<file path="config.mk">
export PLATFORM = sky130hd
export DESIGN_NAME = compare_timer
export DESIGN_NICKNAME = d
export VERILOG_FILES = /design/src/rtl/timer_pkg.sv /design/src/rtl/compare_timer.sv
export SDC_FILE = /design/constraint.sdc
export NUM_CORES = 1
export LEC_CHECK = 0
export BUFFER_PORTS_ARGS = -buffer_cell sky130_fd_sc_hd__buf_2
export CAP_MARGIN = 10
export CORE_MARGIN = 2
export CORE_UTILIZATION = 37
export DETAILED_ROUTE_END_ITERATION = 7
export PLACE_DENSITY = 0.55
export SYNTH_ARGS = -nofsm -noshare
export SYNTH_HDL_FRONTEND = slang
export SYNTH_SLANG_ARGS = --single-unit
</file>
<file path="constraint.sdc">
create_clock -name clock_i -period 2.8 [get_ports clock_i]
set_clock_uncertainty 0.05 [all_clocks]
set_input_delay 0.28 -clock clock_i [delete_from_list [all_inputs] [get_ports clock_i]]
set_output_delay 0.28 -clock clock_i [all_outputs]
set_load 0.02 [all_outputs]
</file>
<file path="src/rtl/timer_pkg.sv">
// Purpose: Constants, types and state layout of the 8-bit compare timer
// Assumes: APB byte addresses, 32-bit data, one aligned word per register
// Notes:   Shared by the timer core and the testbench
package timer_pkg;

   ////////////////////////////////////////////////////////////////////////
   // Register byte offsets
   localparam logic [7:0] OFF_CONTROL    = 8'h00;
   localparam logic [7:0] OFF_COUNTER    = 8'h04;
   localparam logic [7:0] OFF_COMPARE    = 8'h08;
   localparam logic [7:0] OFF_ASYNC      = 8'h0C;
   localparam logic [7:0] OFF_INT_STATUS = 8'h10;
   localparam logic [7:0] OFF_INT_CLEAR  = 8'h14;
   localparam logic [7:0] OFF_INT_ENABLE = 8'h18;

   ////////////////////////////////////////////////////////////////////////
   // Field positions
   localparam int CTL_FORCE  = 7;
   localparam int CTL_WGM_LO = 6;
   localparam int CTL_COM_HI = 5;
   localparam int CTL_COM_LO = 4;
   localparam int CTL_WGM_HI = 3;
   localparam int CTL_CS_HI  = 2;
   localparam int AS_SEL     = 3;
   localparam int B_CNT      = 2;
   localparam int B_CMP      = 1;
   localparam int B_CTL      = 0;
   localparam int INT_OVF    = 0;
   localparam int INT_CMP    = 1;

   ////////////////////////////////////////////////////////////////////////
   // Values
   localparam logic [7:0] COUNT_MAX    = 8'hFF;
   localparam logic [7:0] COUNT_BOTTOM = 8'h00;
   localparam logic [7:0] RESET_BYTE   = 8'h00;
   localparam logic [1:0] COM_OFF      = 2'h0;
   localparam logic [1:0] COM_TOGGLE   = 2'h1;
   localparam logic [1:0] COM_CLEAR    = 2'h2;
   localparam logic [1:0] COM_SET      = 2'h3;
   localparam logic [2:0] CS_STOP      = 3'h0;

   typedef enum logic [1:0] {
      WM_NORMAL = 2'b00,
      WM_PHASE  = 2'b01,
      WM_CTC    = 2'b10,
      WM_FAST   = 2'b11
   } wave_mode_e;

   // Prescaler tap mask per clock select code
   function automatic logic [9:0] div_mask(input logic [2:0] cs);
      case (cs)
         3'h2:    div_mask = 10'h007;
         3'h3:    div_mask = 10'h01F;
         3'h4:    div_mask = 10'h03F;
         3'h5:    div_mask = 10'h07F;
         3'h6:    div_mask = 10'h0FF;
         3'h7:    div_mask = 10'h3FF;
         default: div_mask = 10'h000;
      endcase
   endfunction

   typedef struct packed {
      logic        osc_meta;
      logic        osc_sync;
      logic        osc_prev;
      logic [9:0]  presc;
      logic        async_sel;
      logic [7:0]  ctl_tmp;
      logic [7:0]  ctl;
      logic [7:0]  cmp_tmp;
      logic [7:0]  cmp;
      logic [7:0]  cnt_tmp;
      logic [7:0]  cnt;
      logic [2:0]  busy;
      logic [2:0]  edge_seen;
      logic        dir_down;
      logic        blocked;
      logic        oc;
      logic [1:0]  int_stat;
      logic [1:0]  int_en;
      logic [31:0] rdata;
   } state_s;

endpackage

</file>
<file path="src/rtl/compare_timer.sv">
// Purpose: 8-bit timer with one compare channel, prescaler and async mode
// Assumes: APB slave, oscillator pin sampled into the I/O clock
// Notes:   Oscillator must be well under a quarter of clock_i
//
// Functional notes
// - Nonzero output mode drives pin; driver enabled only with direction bit set.
// - Non-PWM: mode 0 off, 1 toggle, 2 clear, 3 set on match.
// - Fast PWM: 2 clears on match sets at bottom; 3 inverse.
// - Fast PWM, compare at top, upper bit set: ignore match, bottom action stays.
// - Phase correct: 2 clears on up match, sets on down match; 3 inverse.
// - Phase correct, compare at top, upper bit set: act at top instead.
// - Clock select: stop, undivided, then divide by 8,32,64,128,256,1024.
// - Counter readable live and writable by software.
// - Counter write suppresses compare match on next timer clock.
// - Compare equality raises match interrupt and drives waveform.
// - Async select low uses I/O clock, high uses oscillator pin.
// - Switching clock source may corrupt registers; software rewrites them.
// - Async counter write sets busy until transferred.
// - Async compare write sets busy until transferred.
// - Async control write sets busy until transferred.
// - Each register has own temporary, loaded after two oscillator edges.
// - Compare and control read temporaries; counter reads live value.
`timescale 1ns/100ps
`default_nettype none
module compare_timer
   import timer_pkg::*;
(
   // Clock and reset
   input  wire logic        clock_i,
   input  wire logic        rst_i,
   input  wire logic        ce_i,
   // APB
   input  wire logic        psel_i,
   input  wire logic        penable_i,
   input  wire logic        pwrite_i,
   input  wire logic [7:0]  paddr_i,
   input  wire logic [31:0] pwdata_i,
   output logic             pready_o,
   output logic             pslverr_o,
   output logic [31:0]      prdata_o,
   // Pins
   input  wire logic        timer_osc_input_i,
   input  wire logic        port_dir_i,
   output logic             compare_output_pin_o,
   output logic             compare_output_pin_oe_o,
   // Interrupt
   output logic             irq_o
);

   ////////////////////////////////////////////////////////////////////////
   // State
   state_s     s_reg;
   state_s     s_next;
   wave_mode_e mode;
   logic [1:0] com;
   logic [2:0] cs;
   logic       osc_edge;
   logic       src_tick;
   logic       tick;
   logic       match;
   logic       ignore_top;
   logic       wr;
   logic       setup;
   logic       mapped;
   logic       cnt_load;

   assign mode       = wave_mode_e'({s_reg.ctl[CTL_WGM_HI], s_reg.ctl[CTL_WGM_LO]});
   assign com        = s_reg.ctl[CTL_COM_HI:CTL_COM_LO];
   assign cs         = s_reg.ctl[CTL_CS_HI:0];
   assign osc_edge   = s_reg.osc_sync & ~s_reg.osc_prev;
   assign src_tick   = s_reg.async_sel ? osc_edge : 1'b1;
   assign tick       = src_tick && (cs != CS_STOP)
                       && ((s_reg.presc & div_mask(cs)) == div_mask(cs));
   assign match      = tick && (s_reg.cnt == s_reg.cmp) && !s_reg.blocked;
   assign ignore_top = (s_reg.cmp == COUNT_MAX) && com[1];
   assign wr         = psel_i && penable_i && pwrite_i;
   assign setup      = psel_i && !penable_i;
   assign mapped     = (paddr_i <= OFF_INT_ENABLE) && (paddr_i[1:0] == 2'h0);

   ////////////////////////////////////////////////////////////////////////
   // Bus answers
   assign pready_o                = 1'b1;
   assign pslverr_o               = psel_i && penable_i && !mapped;
   assign prdata_o                = s_reg.rdata;
   assign compare_output_pin_o    = s_reg.oc;
   assign compare_output_pin_oe_o = (com != COM_OFF) && port_dir_i;
   assign irq_o                   = |(s_reg.int_stat & s_reg.int_en);

   ////////////////////////////////////////////////////////////////////////
   // Next state
   always_comb begin
      s_next   = s_reg;
      cnt_load = 1'b0;
      // Pin synchroniser, then edge history
      s_next.osc_meta = timer_osc_input_i;
      s_next.osc_sync = s_reg.osc_meta;
      s_next.osc_prev = s_reg.osc_sync;
      if (src_tick) begin
         s_next.presc = s_reg.presc + 10'h001;
      end

      // Counting sequence
      if (tick) begin
         s_next.blocked = 1'b0;
         unique case (mode)
            WM_NORMAL, WM_FAST: begin
               s_next.cnt = s_reg.cnt + 8'h01;
               if (s_reg.cnt == COUNT_MAX) begin
                  s_next.int_stat[INT_OVF] = 1'b1;
               end
            end
            WM_CTC: begin
               s_next.cnt = (s_reg.cnt == s_reg.cmp) ? COUNT_BOTTOM : s_reg.cnt + 8'h01;
               if (s_reg.cnt == COUNT_MAX) begin
                  s_next.int_stat[INT_OVF] = 1'b1;
               end
            end
            WM_PHASE: begin
               if (!s_reg.dir_down) begin
                  if (s_reg.cnt == COUNT_MAX) begin
                     s_next.dir_down = 1'b1;
                     s_next.cnt      = s_reg.cnt - 8'h01;
                  end else begin
                     s_next.cnt = s_reg.cnt + 8'h01;
                  end
               end else if (s_reg.cnt == COUNT_BOTTOM) begin
                  s_next.dir_down          = 1'b0;
                  s_next.cnt               = s_reg.cnt + 8'h01;
                  s_next.int_stat[INT_OVF] = 1'b1;
               end else begin
                  s_next.cnt = s_reg.cnt - 8'h01;
               end
            end
         endcase
      end

      // Waveform actions
      if (match) begin
         s_next.int_stat[INT_CMP] = 1'b1;
      end
      unique case (mode)
         WM_NORMAL, WM_CTC: begin
            if (match) begin
               case (com)
                  COM_TOGGLE: s_next.oc = ~s_reg.oc;
                  COM_CLEAR:  s_next.oc = 1'b0;
                  COM_SET:    s_next.oc = 1'b1;
                  default:    s_next.oc = s_reg.oc;
               endcase
            end
         end
         WM_FAST: begin
            if (com[1]) begin
               if (match && !ignore_top) begin
                  s_next.oc = (com == COM_SET);
               end
               if (tick && s_reg.cnt == COUNT_MAX) begin
                  s_next.oc = (com == COM_CLEAR);
               end
            end
         end
         WM_PHASE: begin
            if (com[1]) begin
               if (match && !ignore_top) begin
                  s_next.oc = s_reg.dir_down ? (com == COM_CLEAR) : (com == COM_SET);
               end
               if (ignore_top && tick && s_reg.cnt == COUNT_MAX && !s_reg.dir_down) begin
                  s_next.oc = (com == COM_CLEAR);
               end
            end
         end
      endcase

      // Temporary to destination transfers, two oscillator edges each
      if (osc_edge) begin
         for (int i = 0; i < 3; i++) begin
            if (s_reg.busy[i]) begin
               if (s_reg.edge_seen[i]) begin
                  s_next.busy[i]      = 1'b0;
                  s_next.edge_seen[i] = 1'b0;
                  if (i == B_CNT) begin
                     s_next.cnt = s_reg.cnt_tmp;
                     cnt_load   = 1'b1;
                  end else if (i == B_CMP) begin
                     s_next.cmp = s_reg.cmp_tmp;
                  end else begin
                     s_next.ctl = s_reg.ctl_tmp;
                  end
               end else begin
                  s_next.edge_seen[i] = 1'b1;
               end
            end
         end
      end

      // Register writes
      if (wr) begin
         unique case (paddr_i)
            OFF_CONTROL: begin
               s_next.ctl_tmp            = pwdata_i[7:0];
               s_next.ctl_tmp[CTL_FORCE] = 1'b0;
               if (s_reg.async_sel) begin
                  s_next.busy[B_CTL]      = 1'b1;
                  s_next.edge_seen[B_CTL] = 1'b0;
               end else begin
                  s_next.ctl            = pwdata_i[7:0];
                  s_next.ctl[CTL_FORCE] = 1'b0;
               end
            end
            OFF_COUNTER: begin
               s_next.cnt_tmp = pwdata_i[7:0];
               if (s_reg.async_sel) begin
                  s_next.busy[B_CNT]      = 1'b1;
                  s_next.edge_seen[B_CNT] = 1'b0;
               end else begin
                  s_next.cnt = pwdata_i[7:0];
                  cnt_load   = 1'b1;
               end
            end
            OFF_COMPARE: begin
               s_next.cmp_tmp = pwdata_i[7:0];
               if (s_reg.async_sel) begin
                  s_next.busy[B_CMP]      = 1'b1;
                  s_next.edge_seen[B_CMP] = 1'b0;
               end else begin
                  s_next.cmp = pwdata_i[7:0];
               end
            end
            OFF_ASYNC: begin
               s_next.async_sel = pwdata_i[AS_SEL];
            end
            OFF_INT_CLEAR: begin
               s_next.int_stat = s_next.int_stat & ~(pwdata_i[1:0] & ~s_next.int_stat
                                 | pwdata_i[1:0]) | (s_next.int_stat & ~s_reg.int_stat);
            end
            OFF_INT_ENABLE: begin
               s_next.int_en = pwdata_i[1:0];
            end
            default: begin
               s_next.int_en = s_reg.int_en;
            end
         endcase
      end
      if (cnt_load) begin
         s_next.blocked = 1'b1;
      end

      // Read data captured in setup phase
      if (setup) begin
         unique case (paddr_i)
            OFF_CONTROL:    s_next.rdata = {24'h000000, s_reg.ctl_tmp};
            OFF_COUNTER:    s_next.rdata = {24'h000000, s_reg.cnt};
            OFF_COMPARE:    s_next.rdata = {24'h000000, s_reg.cmp_tmp};
            OFF_ASYNC:      s_next.rdata = {28'h0000000, s_reg.async_sel, s_reg.busy};
            OFF_INT_STATUS: s_next.rdata = {30'h0, s_reg.int_stat};
            OFF_INT_ENABLE: s_next.rdata = {30'h0, s_reg.int_en};
            default:        s_next.rdata = 32'h00000000;
         endcase
      end
   end

   ////////////////////////////////////////////////////////////////////////
   // Registers
   always_ff @(posedge clock_i) begin
      if (rst_i) begin
         s_reg <= '0;
      end else if (ce_i) begin
         s_reg <= s_next;
      end
   end
endmodule
`default_nettype wire

</file>
==> results_dict.tcl <==
set metrics [dict create \
    status "complete, no violations" \
    core_mm2 0.01335 \
    dp.cells 833 \
    rsz0062_at_grt "yes" \
    antenna_found_initial 0 \
    final_cells 849 \
    cts.path.max_buffers 2 \
    cp_cell_sequence "inv_1 > ha_1 > or4b_4 > o41ai_4 > nand2_2 > o211ai_2 > a31oi_1 > a211o_1 > a21oi_2" \
    grt_max_degree 33 \
    intPower_mw 1.906 \
    p_switching_mw 0.6390 \
    wire_per_inst_um 17.25 \
    cap_violations 0 \
    dp_hpwl_um 10850 \
    cp_data_required_time_ps 3030 \
    final_util 0.4260 \
    drive_above_1_share 0.1560 \
    period_needed_ps 2665 \
    grt_pass1_wl_um 23470 \
    overflow 0 \
    finalSetupViolCount 0 \
    hold_ws_ps 132.4 \
    hold_path.class "in2reg" \
    finalCritPeriodShare 0.9519 \
    layout_commonest_cell "nand2_1" \
    grt_pass1_vias 4428 \
    crit_fanout 8 \
    async_reset_ff_frac 0 \
    pwr-share-clk 0.464 \
    crit_slowest_cell "or4b_4" \
    io_buffer_count 35 \
    vias_per_cell 5.587 \
    ios 85 \
    end_kind "flip-flop" \
    synth_area_leaders "dfxtp_1, mux2i_1, nand2_1" \
    synth_seq_area_share 0.3175 \
    worst_slew_pin_slew_ps 689.8 \
    dieArea_mm2 0.01476 \
    drc 0 \
    rows 42 \
    initial_core_util 0.3826 \
    ir_worst_vdd_v 0.0003150 \
    r2r_cells 9 \
    synth_area_mm2 0.005107 \
    drtAntennaViolNets 0 \
    maxSlewViolCount 0 \
    busiest_layer "met2" \
    synth-edff-count 0 \
    htreeDepth 3 \
    use_met3 0.03806 \
    area_delta_synth_final_pct 11.34 \
    cts_hold_buf 0 \
    relSlewSlack 0.5376 \
    cts_tree "done" \
    holdPathStages 3 \
    synth_cell_type_count 75 \
    clkLatencyLatePin_ps 340 \
    leakagePower_nw 2.114 \
    worstSetupStartpointType "flip-flop" \
    yosys_register_bits 81 \
    routed-via-count 4743 \
    dp_slack_ps -21.13 \
    power-per-cell-area_mw_per_mm2 447.6 \
    power_frac_comb 0.077 \
    swShare 0.2511 \
    hold_viol_final 0 \
    synth_cells 644 \
    antenna_cells 0 \
    gr-usage-met1 0.2814 \
    fillers 1372 \
    grt_util_all_layers 0.2057 \
    synth_top_area_cell "dfxtp_1" \
    gp_congestion 0.9065 \
    ys.warnings.count 0 \
    finalNetCount 727 \
    ys.flop_type "dfxtp_1" \
    syn-mean-instance-area_um2 7.931 \
    p_seq_frac 0.459 \
    setup_slack_ps 134.6 \
    numCtsBuffers 9 \
    met2_usage 0.3304 \
    arrival_ps 2890 \
    critical_path_class "reg2reg" \
    clkTransAtPathRegs_ps 60 \
    die_w_um 121.5 \
    drt_iter0_markers 371 \
    firstDrtPassIters 5 \
    final_cell_mix "nand2_1, dfxtp_1, nor2_1" \
    max_freq_mhz 375.2 \
    timing.setup.tns_ps 0 \
    routed_wl_um 14640 \
    synthDominantCellAreaShare 0.3175 \
    cts_root_buf "clkbuf_16" \
    cts.sinks 81 \
    die_h_um 121.5 \
    cpPeakStageDelay_ps 510 \
    largest_reg_flops 63 \
]
[power by group through the flow]
stage | clock, mW | sequential [mW] | combinational, mW
after global routing | 1.25 | 1.17 | 0.213
after CTS | 1.21 | 1.17 | 0.194
after detailed placement | 0 | 1.19 | 0.193
after floorplan | 0 | 1.19 | 0.159
after global placement | 0 | 1.19 | 0.191
final | 1.18 | 1.17 | 0.195
[layer usage]
metal | wire length [µm] | vias up
met5 | 0 | -
met4 | 238 | 0
met3 | 861 | 18
met2 | 6746 | 142
met1 | 6795 | 2275
li1 | - | 2308
[layout make-up]
type                    instances  area [µm²]  area share
flip-flops and latches         81        1622      0.2851
inverters                      13       48.80    0.008581
multi-input cells             498        3107      0.5463
repair buffers                 65       400.4     0.07041
clock buffers                  11       232.7     0.04092
well taps                     176       220.2     0.03872
clock inverters                 5       56.30    0.009901
[stage by stage]
stage | total power, mW | area, µm²
floorplan | 1.350 | 5194
global placement | 1.385 | 5386
detailed placement | 1.387 | 5386
global route | 2.637 | 5687
finish | 2.545 | 5687
CTS | 2.575 | 5677
[cell families (layout without fill, tap and decap cells)]
kind of cell | after synthesis | count (layout) | share of synthesized area
buffers and inverters | 88 | 94 | 0.09456
AOI/OAI and AO/OA | 152 | 152 | 0.2117
other | 2 | 25 | 0.001470
DFF | 81 | 81 | 0.3175
xor gates and xnor gates | 17 | 17 | 0.02915
muxes | 36 | 36 | 0.07055
adders and majority gates | 11 | 11 | 0.02695
and+or+nand+nor | 257 | 257 | 0.2482
[Yosys cell counts, types with 10 or more instances]
library cell   n
a211oi_1      17
a31oi_1       10
mux2i_1       36
a21oi_1       39
o21ai_0       21
nor3_1        10
ha_1          11
nand2_1       84
nand3_1       23
nor2_1        71
xnor2_1       12
buf_4         33
nand4_1       15
dfxtp_1       81
clkbuf_1      30
inv_1         13
[worst max-delay path: cells and delay by family (launching register included)]
kind / cells / cell delay, ps
AND/OR/NAND/NOR: 2 / 620
buffers and inverters: 1 / 150
adder cells (fa/ha/maj): 1 / 200
flip-flops: 1 / 410
AO/OA/AOI/OAI: 5 / 1160
[final timing paths]
kind,startpoint,end,slack [ps]
min reg2reg,s_reg[88],s_reg[88],430
max,s_reg[45],s_reg[48],130
min,timer_osc_input_i,s_next[105],130
max reg2reg,s_reg[45],s_reg[48],130
[what timing repair did]
action,in CTS,in global routing
gates cloned,0,0
gates resized for setup,1,2
endpoints found under the setup margin,1,4
setup buffers,0,0
(Power assumes the default switching activity.)
